[config.mk]
export PLATFORM = sky130hd
export DESIGN_NAME = gxp_expander
export DESIGN_NICKNAME = d
export VERILOG_FILES = /design/src/design/gxp_pkg.sv /design/src/design/gxp_expander.sv
export VERILOG_INCLUDE_DIRS = /design/src /design/src/design
export SDC_FILE = /design/constraint.sdc
export NUM_CORES = 1
export LEC_CHECK = 0
export BUFFER_PORTS_ARGS = -buffer_cell sky130_fd_sc_hd__buf_2
export CORE_MARGIN = 1
export CORE_UTILIZATION = 29
export CTS_BUF_LIST = sky130_fd_sc_hd__clkbuf_4
export CTS_CLUSTER_SIZE = 40
export DETAILED_ROUTE_END_ITERATION = 8
export PLACE_DENSITY_LB_ADDON = 0.1
export RECOVER_POWER = 50
export SETUP_SLACK_MARGIN = 0.1
export SYNTH_ARGS = -nofsm -noshare
export SYNTH_HDL_FRONTEND = slang
export SYNTH_SLANG_ARGS = --single-unit
[constraint.sdc]
create_clock -name i_clk -period 10.95 [get_ports i_clk]
set_input_delay 0.5475 -clock i_clk [delete_from_list [all_inputs] [get_ports i_clk]]
set_output_delay 0.5475 -clock i_clk [all_outputs]
set_load 0.005 [all_outputs]
[src/design/gxp_regs.svh]
// Purpose: Constants for the eight-bit I2C port expander.
// Assumes: Included by the package and the expander core.
// Notes: Offsets are command-byte values; counts are in i_clk cycles.
//
// Overview of operation
// - Interrupt while input pin differs from capture.
// - Either edge on input pin raises interrupt.
// - Clear on return to level or port read.
// - Read clears at ACK before port byte.
// - Change during clearing ACK may be lost.
// - Every later change is detected again.
// - Outputs and foreign transfers never touch interrupt.
// - Output-to-input switch may raise false interrupt.
// - Interrupt pin only pulls low or floats.
// - Input pins drive neither high nor low.
// - Output pins drive level from output register.
// - Reset initialises registers and bus machine.
// - All pins default to input after reset.
// - One bit per pin in eight-bit registers.
// - Polarity register optionally inverts reported input.
// - All four registers readable by master.
// - Address is 0111 plus three select pins.
// - Command low bits pick input/output/polarity/direction.
// - Last command byte stays as read pointer.
// - Direction bit one means input, zero output.
// - Polarity bit one inverts, zero reports true.
`ifndef GXP_REGS_SVH
`define GXP_REGS_SVH

`define GXP_CMD_INPUT 2'h0
`define GXP_CMD_OUTPUT 2'h1
`define GXP_CMD_POLARITY 2'h2
`define GXP_CMD_DIRECTION 2'h3
`define GXP_RST_OUTPUT 8'hFF
`define GXP_RST_POLARITY 8'h00
`define GXP_RST_DIRECTION 8'hFF
`define GXP_ADDR_FIXED 4'h7
`define GXP_CLK_MHZ 250
`define GXP_IRQ_VALID_NS 4000
`define GXP_IRQ_VALID_CYC ((`GXP_IRQ_VALID_NS * `GXP_CLK_MHZ) / 1000)

`endif

[src/design/gxp_pkg.sv]
// Purpose: Types for the eight-bit I2C port expander.
// Assumes: Nothing beyond the constants header.
// Notes: States are one-hot.
`include "gxp_regs.svh"
package gxp_pkg;
    typedef enum logic [5:0] {
        GXP_IDLE = 6'h01,
        GXP_ADDR = 6'h02,
        GXP_ACK = 6'h04,
        GXP_WRB = 6'h08,
        GXP_RDB = 6'h10,
        GXP_RACK = 6'h20
    } gxp_state_t;
endpackage

[src/design/gxp_expander.sv]
// Purpose: Eight-bit port expander with an I2C slave and change interrupt.
// Assumes: SCL and SDA are sampled on i_clk, far faster than the bus.
// Notes: i_rst_b stands for the internal power-on reset.
`timescale 1ns/1ps
`include "gxp_regs.svh"
module gxp_expander
    import gxp_pkg::*;
(
    // Clock and reset.
    input wire logic i_clk,
    input wire logic i_rst_b,
    // Address select pins.
    input wire logic i_addr_sel_bit0,
    input wire logic i_addr_sel_bit1,
    input wire logic i_addr_sel_bit2,
    // Serial bus.
    input wire logic i_scl,
    input wire logic i_sda,
    output logic o_sda_oe,
    // Port pins.
    input wire logic [7:0] i_port_pins,
    output logic [7:0] o_port_pins,
    output logic [7:0] o_port_pins_oe,
    // Open-drain interrupt, active low.
    output logic o_irq_b,
    output logic o_irq_oe
);

    // ------------------------------------------------------------
    // Reset and input synchronisers
    // ------------------------------------------------------------
    logic rst_s1_r;
    logic rst_b_r;
    always_ff @(posedge i_clk or negedge i_rst_b) begin
        if (!i_rst_b) begin
            rst_s1_r <= 1'b0;
            rst_b_r <= 1'b0;
        end else begin
            rst_s1_r <= 1'b1;
            rst_b_r <= rst_s1_r;
        end
    end

    logic [12:0] in_s1_r;
    logic [12:0] in_s2_r;
    logic scl_prev_r;
    logic sda_prev_r;
    always_ff @(posedge i_clk or negedge rst_b_r) begin
        if (!rst_b_r) begin
            in_s1_r <= 13'h1FFF;
            in_s2_r <= 13'h1FFF;
            scl_prev_r <= 1'b1;
            sda_prev_r <= 1'b1;
        end else begin
            in_s1_r <= {i_addr_sel_bit2, i_addr_sel_bit1, i_addr_sel_bit0,
                        i_scl, i_sda, i_port_pins};
            in_s2_r <= in_s1_r;
            scl_prev_r <= in_s2_r[9];
            sda_prev_r <= in_s2_r[8];
        end
    end

    logic [7:0] pins;
    logic [2:0] asel;
    logic scl;
    logic sda;
    logic scl_rise;
    logic scl_fall;
    logic start_cond;
    logic stop_cond;
    assign pins = in_s2_r[7:0];
    assign sda = in_s2_r[8];
    assign scl = in_s2_r[9];
    assign asel = in_s2_r[12:10];
    assign scl_rise = scl & ~scl_prev_r;
    assign scl_fall = ~scl & scl_prev_r;
    assign start_cond = scl & scl_prev_r & sda_prev_r & ~sda;
    assign stop_cond = scl & scl_prev_r & ~sda_prev_r & sda;

    // ------------------------------------------------------------
    // Registers
    // ------------------------------------------------------------
    logic [7:0] out_r;
    logic [7:0] pol_r;
    logic [7:0] dir_r;
    logic [7:0] in_cap_r;
    logic [1:0] ptr_r;
    logic ptr_valid_r;
    // Polarity-applied pin levels, read by the machine and the capture.
    logic [7:0] in_cap_nxt;

    function automatic logic [7:0] reg_read(input logic [1:0] sel,
                                            input logic [7:0] inp);
        case (sel)
            `GXP_CMD_INPUT: reg_read = inp;
            `GXP_CMD_OUTPUT: reg_read = out_r;
            `GXP_CMD_POLARITY: reg_read = pol_r;
            default: reg_read = dir_r;
        endcase
    endfunction

    // ------------------------------------------------------------
    // Serial slave machine
    // ------------------------------------------------------------
    gxp_state_t state_r;
    logic [7:0] shift_r;
    logic [3:0] bit_cnt_r;
    logic rd_mode_r;
    logic got_cmd_r;
    logic ack_drive_r;
    logic clr_pulse_r;
    logic [7:0] tx_r;

    logic addr_match;
    assign addr_match = (shift_r[7:4] == {1'b0, 3'h7}) &&
                        (shift_r[3:1] == asel);

    always_ff @(posedge i_clk or negedge rst_b_r) begin
        if (!rst_b_r) begin
            state_r <= GXP_IDLE;
            shift_r <= 8'h00;
            bit_cnt_r <= 4'h0;
            rd_mode_r <= 1'b0;
            got_cmd_r <= 1'b0;
            ack_drive_r <= 1'b0;
            clr_pulse_r <= 1'b0;
            tx_r <= 8'h00;
            ptr_r <= `GXP_CMD_INPUT;
            ptr_valid_r <= 1'b0;
            out_r <= `GXP_RST_OUTPUT;
            pol_r <= `GXP_RST_POLARITY;
            dir_r <= `GXP_RST_DIRECTION;
        end else begin
            clr_pulse_r <= 1'b0;
            if (stop_cond) begin
                state_r <= GXP_IDLE;
                ack_drive_r <= 1'b0;
            end else if (start_cond) begin
                state_r <= GXP_ADDR;
                bit_cnt_r <= 4'h0;
                ack_drive_r <= 1'b0;
            end else begin
                case (state_r)
                    GXP_IDLE: begin
                        ack_drive_r <= 1'b0;
                    end
                    GXP_ADDR, GXP_WRB: begin
                        if (scl_rise) begin
                            shift_r <= {shift_r[6:0], sda};
                            bit_cnt_r <= bit_cnt_r + 4'h1;
                        end else if (scl_fall && bit_cnt_r == 4'h8) begin
                            bit_cnt_r <= 4'h0;
                            if (state_r == GXP_ADDR) begin
                                // A foreign address leaves us idle.
                                if (addr_match && (!shift_r[0] ||
                                        ptr_valid_r)) begin
                                    ack_drive_r <= 1'b1;
                                    rd_mode_r <= shift_r[0];
                                    got_cmd_r <= 1'b0;
                                    state_r <= GXP_ACK;
                                end else begin
                                    state_r <= GXP_IDLE;
                                end
                            end else begin
                                ack_drive_r <= 1'b1;
                                state_r <= GXP_ACK;
                                if (!got_cmd_r) begin
                                    ptr_r <= shift_r[1:0];
                                    ptr_valid_r <= 1'b1;
                                    got_cmd_r <= 1'b1;
                                end else begin
                                    case (ptr_r)
                                        `GXP_CMD_OUTPUT: out_r <= shift_r;
                                        `GXP_CMD_POLARITY: pol_r <= shift_r;
                                        `GXP_CMD_DIRECTION: dir_r <= shift_r;
                                        default: ;
                                    endcase
                                end
                            end
                        end
                    end
                    GXP_ACK: begin
                        // Port data is latched at the ACK rising edge.
                        if (scl_rise && rd_mode_r) begin
                            tx_r <= reg_read(ptr_r, in_cap_nxt);
                            clr_pulse_r <= (ptr_r == `GXP_CMD_INPUT);
                        end
                        if (scl_fall) begin
                            ack_drive_r <= 1'b0;
                            state_r <= rd_mode_r ? GXP_RDB : GXP_WRB;
                            if (rd_mode_r) begin
                                ack_drive_r <= ~tx_r[7];
                                tx_r <= {tx_r[6:0], 1'b0};
                                bit_cnt_r <= 4'h1;
                            end
                        end
                    end
                    GXP_RDB: begin
                        if (scl_fall) begin
                            if (bit_cnt_r == 4'h8) begin
                                ack_drive_r <= 1'b0;
                                state_r <= GXP_RACK;
                            end else begin
                                ack_drive_r <= ~tx_r[7];
                                tx_r <= {tx_r[6:0], 1'b0};
                                bit_cnt_r <= bit_cnt_r + 4'h1;
                            end
                        end
                    end
                    GXP_RACK: begin
                        // Master ACK asks for another byte.
                        if (scl_rise) begin
                            if (sda) begin
                                state_r <= GXP_IDLE;
                            end else begin
                                state_r <= GXP_ACK;
                                tx_r <= reg_read(ptr_r, in_cap_nxt);
                                clr_pulse_r <= (ptr_r == `GXP_CMD_INPUT);
                            end
                        end
                    end
                    default: state_r <= GXP_IDLE;
                endcase
            end
        end
    end

    // ------------------------------------------------------------
    // Input capture and interrupt
    // ------------------------------------------------------------
    // The reported value applies polarity, so comparison uses it too.
    assign in_cap_nxt = pins ^ pol_r;

    logic [7:0] diff;
    logic [12:0] iv_cnt_r;
    logic irq_r;
    // Only pins in input mode compare; outputs are masked.
    assign diff = (in_cap_nxt ^ in_cap_r) & dir_r;

    always_ff @(posedge i_clk or negedge rst_b_r) begin
        if (!rst_b_r) begin
            in_cap_r <= 8'h00;
            iv_cnt_r <= 13'h0000;
            irq_r <= 1'b0;
        end else begin
            // Capture on read ACK; a change in that pulse may be lost.
            if (clr_pulse_r) begin
                in_cap_r <= in_cap_nxt;
            end
            // A return to the captured level clears by itself.
            if (diff == 8'h00 || clr_pulse_r) begin
                iv_cnt_r <= 13'h0000;
                irq_r <= 1'b0;
            end else if (iv_cnt_r ==
                         13'(`GXP_IRQ_VALID_CYC - 1)) begin
                irq_r <= 1'b1;
            end else begin
                iv_cnt_r <= iv_cnt_r + 13'h0001;
            end
        end
    end

    // ------------------------------------------------------------
    // Pin drivers
    // ------------------------------------------------------------
    always_ff @(posedge i_clk or negedge rst_b_r) begin
        if (!rst_b_r) begin
            o_port_pins <= `GXP_RST_OUTPUT;
            o_port_pins_oe <= 8'h00;
            o_irq_b <= 1'b1;
            o_irq_oe <= 1'b0;
            o_sda_oe <= 1'b0;
        end else begin
            o_port_pins <= out_r;
            o_port_pins_oe <= ~dir_r;
            o_irq_b <= 1'b0;
            o_irq_oe <= irq_r;
            o_sda_oe <= ack_drive_r;
        end
    end

    // ------------------------------------------------------------
    // Checks
    // ------------------------------------------------------------
    // The counter and pointer checks catch slips that the bench only
    // sees thousands of cycles later, from outside the block.
    a_input_hiz: assert property (
        @(posedge i_clk) disable iff (!rst_b_r)
        ##1 (o_port_pins_oe & $past(dir_r)) == 8'h00)
        else $error("input pin driven");
    a_irq_open: assert property (
        @(posedge i_clk) disable iff (!rst_b_r)
        o_irq_oe |-> !o_irq_b)
        else $error("interrupt driven high");
    a_irq_cause: assert property (
        @(posedge i_clk) disable iff (!rst_b_r)
        $rose(irq_r) |-> $past(diff) != 8'h00)
        else $error("interrupt without change");
    a_irq_clear: assert property (
        @(posedge i_clk) disable iff (!rst_b_r)
        clr_pulse_r |=> !irq_r)
        else $error("read did not clear interrupt");
    a_out_ignore: assert property (
        @(posedge i_clk) disable iff (!rst_b_r)
        (dir_r == 8'h00) |-> diff == 8'h00)
        else $error("output pin compared");
    a_out_drive: assert property (
        @(posedge i_clk) disable iff (!rst_b_r)
        ##1 o_port_pins == $past(out_r))
        else $error("output level wrong");
    a_nack_early: assert property (
        @(posedge i_clk) disable iff (!rst_b_r)
        (state_r == GXP_ACK && rd_mode_r) |-> ptr_valid_r)
        else $error("read acked without pointer");
    a_foreign_idle: assert property (
        @(posedge i_clk) disable iff (!rst_b_r)
        (state_r == GXP_ADDR && scl_fall && bit_cnt_r == 4'h8 &&
         !addr_match) |=> state_r == GXP_IDLE)
        else $error("foreign address accepted");
    a_sda_idle: assert property (
        @(posedge i_clk) disable iff (!rst_b_r)
        (state_r == GXP_IDLE) |-> !ack_drive_r)
        else $error("data line pulled while idle");
    a_dir_follow: assert property (
        @(posedge i_clk) disable iff (!rst_b_r)
        ##1 o_port_pins_oe == ~$past(dir_r))
        else $error("direction not applied");
    a_irq_delay: assert property (
        @(posedge i_clk) disable iff (!rst_b_r)
        $rose(irq_r) |-> iv_cnt_r == 13'(`GXP_IRQ_VALID_CYC - 1))
        else $error("interrupt before valid delay");
    a_irq_return: assert property (
        @(posedge i_clk) disable iff (!rst_b_r)
        (diff == 8'h00) |=> !irq_r)
        else $error("interrupt kept after return");
    a_ptr_hold: assert property (
        @(posedge i_clk) disable iff (!rst_b_r)
        (state_r != GXP_WRB) |=> $stable(ptr_r))
        else $error("pointer changed outside command");
    a_irq_pin: assert property (
        @(posedge i_clk) disable iff (!rst_b_r)
        ##1 o_irq_oe == $past(irq_r))
        else $error("interrupt pin does not follow");

endmodule // gxp_expander

## Word level (Yosys, flattened, before mapping)

Cells that the tools add are included.

- Bits in registers: 128
- Input bits: 15
- Output and inout port bits: 19
- Logic and storage cells: 160

- Add/sub/neg operators: 2
- Equal/unequal tests: 32
- Muxes and demuxes: 53
- Bitwise gates (word level): 21
- Reduce and logical (&&, ||, !) cells: 25

Operator list:

| cell | number |
|---|---|
| $mux W8 | 7 |
| $mux W6 | 9 |
| $pmux W8 S3 | 2 |
| $reduce_and A7 Y1 | 5 |
| $pmux W6 S5 | 1 |
| $mux W4 | 7 |
| $ne A4 B4 Y1 const B | 7 |
| $mux W13 | 2 |
| $reduce_and A8 Y1 | 3 |
| $mux W1 | 19 |
| $xor A8 B8 Y8 | 2 |
| $ne A3 B3 Y1 const B | 5 |
| $add A13 B1 Y13 const B | 1 |
| $eq A13 B10 Y1 const B | 1 |
| $pmux W4 S3 | 1 |
| $reduce_and A6 Y1 | 2 |
| $ne A2 B2 Y1 const B | 5 |
| $not A1 Y1 | 10 |
| $and A8 B8 Y8 | 1 |
| $logic_not A8 Y1 | 1 |
| $not A8 Y8 | 1 |
| $and A1 B1 Y1 | 7 |
| $eq A6 B1 Y1 const B | 1 |
| $eq A6 B2 Y1 const B | 1 |
| 26 further kinds | 32 |

## Longest topological paths before layout

- Depth after elaboration: 10
- Depth in mapped cells: 9
- Mapped depth without buffers: 8

## Least setup slack after synthesis

OpenSTA, ideal clock, no wires.

- Path type: register -> register
- Start point: register state_r[2]
- End point: register (tool-made name)
- Setup time: 0.125 ns
- Arrival: 2.029 ns
- Data required time: 10.825 ns
- Slack: 8.797 ns
- Stages on the path, launching flop included: 8
- Path buffers: 1
- Clock period less this slack: 2.153 ns
- Cell sequence: dfrtp_1 buf_4 or4b_4 or3_4 o21ai_0 o22ai_2 nor2_4 mux2_2

RTL lines:

| what | line | RTL |
|---|---|---|
| start: declaration | gxp_expander.sv:105 | `gxp_state_t state_r;` |
| start signal: assignment | gxp_expander.sv:190 | `state_r <= rd_mode_r ? GXP_RDB : GXP_WRB;` |

==> run summary <==
Status - finished with violations
Failing checks - capacitance limit, slew limit
Largest family of logic cells by synthesized area - simple AND/OR/NAND/NOR gates
Residual DRC - 0
Leak - 2.61 nW
Multiplexer area fraction after synthesis - 10.2%
RSZ-0062 raised after global routing - false
Synth Area in Simple Gates - 12.8%
P_int - 0.000687 W
Synth Area in Adders - 0.659%
Sink Count - 128
Crit-path max FO - 67
Die Y - 142 µm
Crit path max-delay family - flip-flops
Critical-path top delay cell - dfrtp_1
Final Slew Violations - 68
Pwr Density - 150 nW/µm²
Final ANT Viol Nets - 0
Routed vias/inst - 4.59
Complex-gate fraction of the synthesized area - 10.3%
Gr usage total - 13.4%
P_sw - 0.000271 W
Crit path buf inv count - 1
Clock Latency Late Sink - 0.52 ns
Antenna violations before repair - 1
Max IR drop VDD - 0.0000710 V
Crit Path Class - flop to async pin
CP arrival - 3.64 ns
Starting DRT DRC Count - 225
# rows - 50
Synthesis-stage register bit count - 128
Hold Path Class - input port to flop
Yosys Warn Count - 0
Core Region - 19000 µm²
Commonest non-fill, non-tap cell in the layout - dfrtp_1
Library cells used by synthesis - 62
Post-synth EDFFs - 0
Via count - 3619
Crit-path cells - buf_4
Post-Syn Nets - 498
Global-route wire length before repair - 20.3 mm
Largest stage delay, worst path - 2.18 ns
Commonest non-fill, non-tap cells in the layout - 74 x dfrtp_1, 49 x mux2_2, 40 x nor2_1, 36 x dfstp_2, 33 x xnor2_1
Gr ovfl total - 0
Max Cap Viol - 1
Slew headroom - -78.0%
Number of buffers added on ports - 33
Synth Cell Area - 5700 µm²
CP Launch Type - flop
HPWL Detailed - 8.32 mm
CTS tree - yes
Max Freq - 0.326 GHz
Largest net degree at the start of global routing - 68
Layout cell share with drive strength beyond 1 - 30.1%
# IOs - 34
H-tree levels - 4
Die Width - 142 µm
Sequential Power Share - 55.3%
Post CTS Setup Buffer Count - 0
Post-Synth XOR/XNOR Area - 6.15%
Final hold slack - 0.106 ns
WL/cell - 15.6 µm
Vias in the first global route - 3683
Crit path capture type - async pin
Synth async-reset ratio - 100%
Post-Syn Instances - 480
Drt total wl - 12.3 mm
Area delta synth->final - 12.4%
Placer Congestion - 0.810
Switching Fraction - 28.3%
Sequential cell area fraction in the yosys report - 57.4%
Combinational Power Share - 10.7%
Die area - 20200 µm²
Slew @ Worst Pin - 2.67 ns
Initial Util - 30.0%
Clock power share - 34.0%
Reg clk slew, reported paths - 0.12 ns
Num CTS Buffers - 17
Setup violators final - 0
Mapped Avg Cell Area - 11.9 µm²
Top_reg_cell synth - dfrtp_1
Final Skew - 0.0164 ns
Final hold vios - 0
TritonRoute pass-1 iters - 4
Worst EP required - 11.52 ns
Root buf cell - clkbuf_4
Post-layout min period - 3.07 ns
Final nets - 533
Final period util - 28.0%
Setup_tns - 0 ns
Clock buffer depth - 2
==> flip-flops by register name, summed over array words and instances (netlist names), 6 cells and up, named ones only <==
| signal | count |
|---|---|
| in_s1_r | 13 |
| in_s2_r | 13 |
| iv_cnt_r | 13 |
| dir_r | 8 |
| in_cap_r | 8 |
| o_port_pins | 8 |
| o_port_pins_oe | 8 |
| out_r | 8 |
| pol_r | 8 |
| shift_r | 8 |
| state_r | 6 |
==> synth_stat cells, types with 2 or more instances <==
cell type,number,area share [%]
ha_1,3,0.66
dfstp_2,54,25
nand3b_1,2,0.26
buf_2,4,0.35
o31ai_1,3,0.40
nor2_1,40,2.6
mux2i_1,3,0.53
clkbuf_1,14,0.92
nor3_1,8,0.70
a22oi_1,5,0.66
nor4_1,2,0.22
a21oi_1,18,1.6
nand4_1,3,0.33
o21ai_0,20,1.8
nor2b_1,11,1.2
nand2b_1,9,0.99
a22o_1,8,1.2
or2_2,2,0.22
o41ai_1,2,0.31
a2111oi_0,2,0.31
xnor2_1,33,5.1
nor4_2,2,0.44
dfrtp_1,74,33
or4_1,2,0.26
nand2_1,32,2.1
nand4b_1,2,0.31
and4_1,2,0.31
a31oi_1,2,0.22
nand3_1,11,0.97
mux2_2,49,9.7
inv_1,15,0.99
a221oi_1,3,0.46
conb_1,2,0.13
xor2_1,7,1.1
and2_1,4,0.44
==> cells by family (layout without fill, tap and decap cells) <==
family / count (synthesis) / count (layout)
AO/OA/AOI/OAI: 81 / 81
XOR/XNOR: 40 / 40
flip-flops: 128 / 128
buffers and inverters: 34 / 82
other: 2 / 3
multiplexers: 52 / 52
AND/OR/NAND/NOR: 140 / 140
adder cells (fa/ha/maj): 3 / 3
==> area by class of cell <==
class	count	area [µm²]
fillers	1922	12600
flip-flops and latches	128	3270
multi-input cells	318	2290
repair buffers	35	178
inverters	15	56.3
clock inverters	13	136
well taps	260	325
clock buffers	19	143
diodes	1	2.50
==> power groups by stage <==
stage | combinational (W) | clock, W | sequential (W)
floorplan | 0.0000852 | 0 | 0.000527
global placement | 0.000104 | 0 | 0.000538
detailed placement | 0.000103 | 0 | 0.000539
CTS | 0.000104 | 0.000341 | 0.000531
global route | 0.000117 | 0.000358 | 0.000536
finish | 0.000103 | 0.000325 | 0.000530
==> through the flow <==
step           total power [W]  cells  utilization, %  cell area, µm²  setup WS [ns]
6_report              0.000958    789            33.8            6400           7.88
3_5_place_dp          0.000643    755            32.3            6120           8.37
4_1_cts               0.000976    788            33.8            6410           8.36
3_3_place_gp          0.000642    755            32.3            6120           8.30
5_1_grt                0.00101    789            33.8            6400           7.22
2_1_floorplan         0.000612    480               -            5700           7.21
==> per-layer routing <==
layer | vias up | part of all wire [%] | track usage (%)
met5 | - | 0 | 0
met1 | 1805 | 50 | 18.8
met4 | 0 | 1.4 | 4.58
li1 | 1749 | - | -
met2 | 52 | 45 | 19.9
met3 | 13 | 3.7 | 3.30
==> final timing paths <==
| path | startpoint | to | slack [ns] | depth (start not counted) |
|---|---|---|---|---|
| min in group asynchronous | i_rst_b | rst_b_r | 0.32 | 2 |
| hold / removal | i_port_pins[6] | in_s1_r[6] | 0.11 | 1 |
| max in group i_clk | state_r[3] | bit_cnt_r[2] | 8.33 | 6 |
| hold reg to reg | in_s1_r[4] | in_s2_r[4] | 0.36 | 0 |
| setup / recovery | rst_b_r | async pin | 7.88 | 1 |
| setup reg to reg | rst_b_r | async pin | 7.88 | 1 |
==> timing repair <==
item	4_1_cts	5_1_grt
hold buffers	1	0
resized for setup	0	0
endpoints found under the hold margin	2	0
No activity file was read; power rests on OpenSTA's default activity.
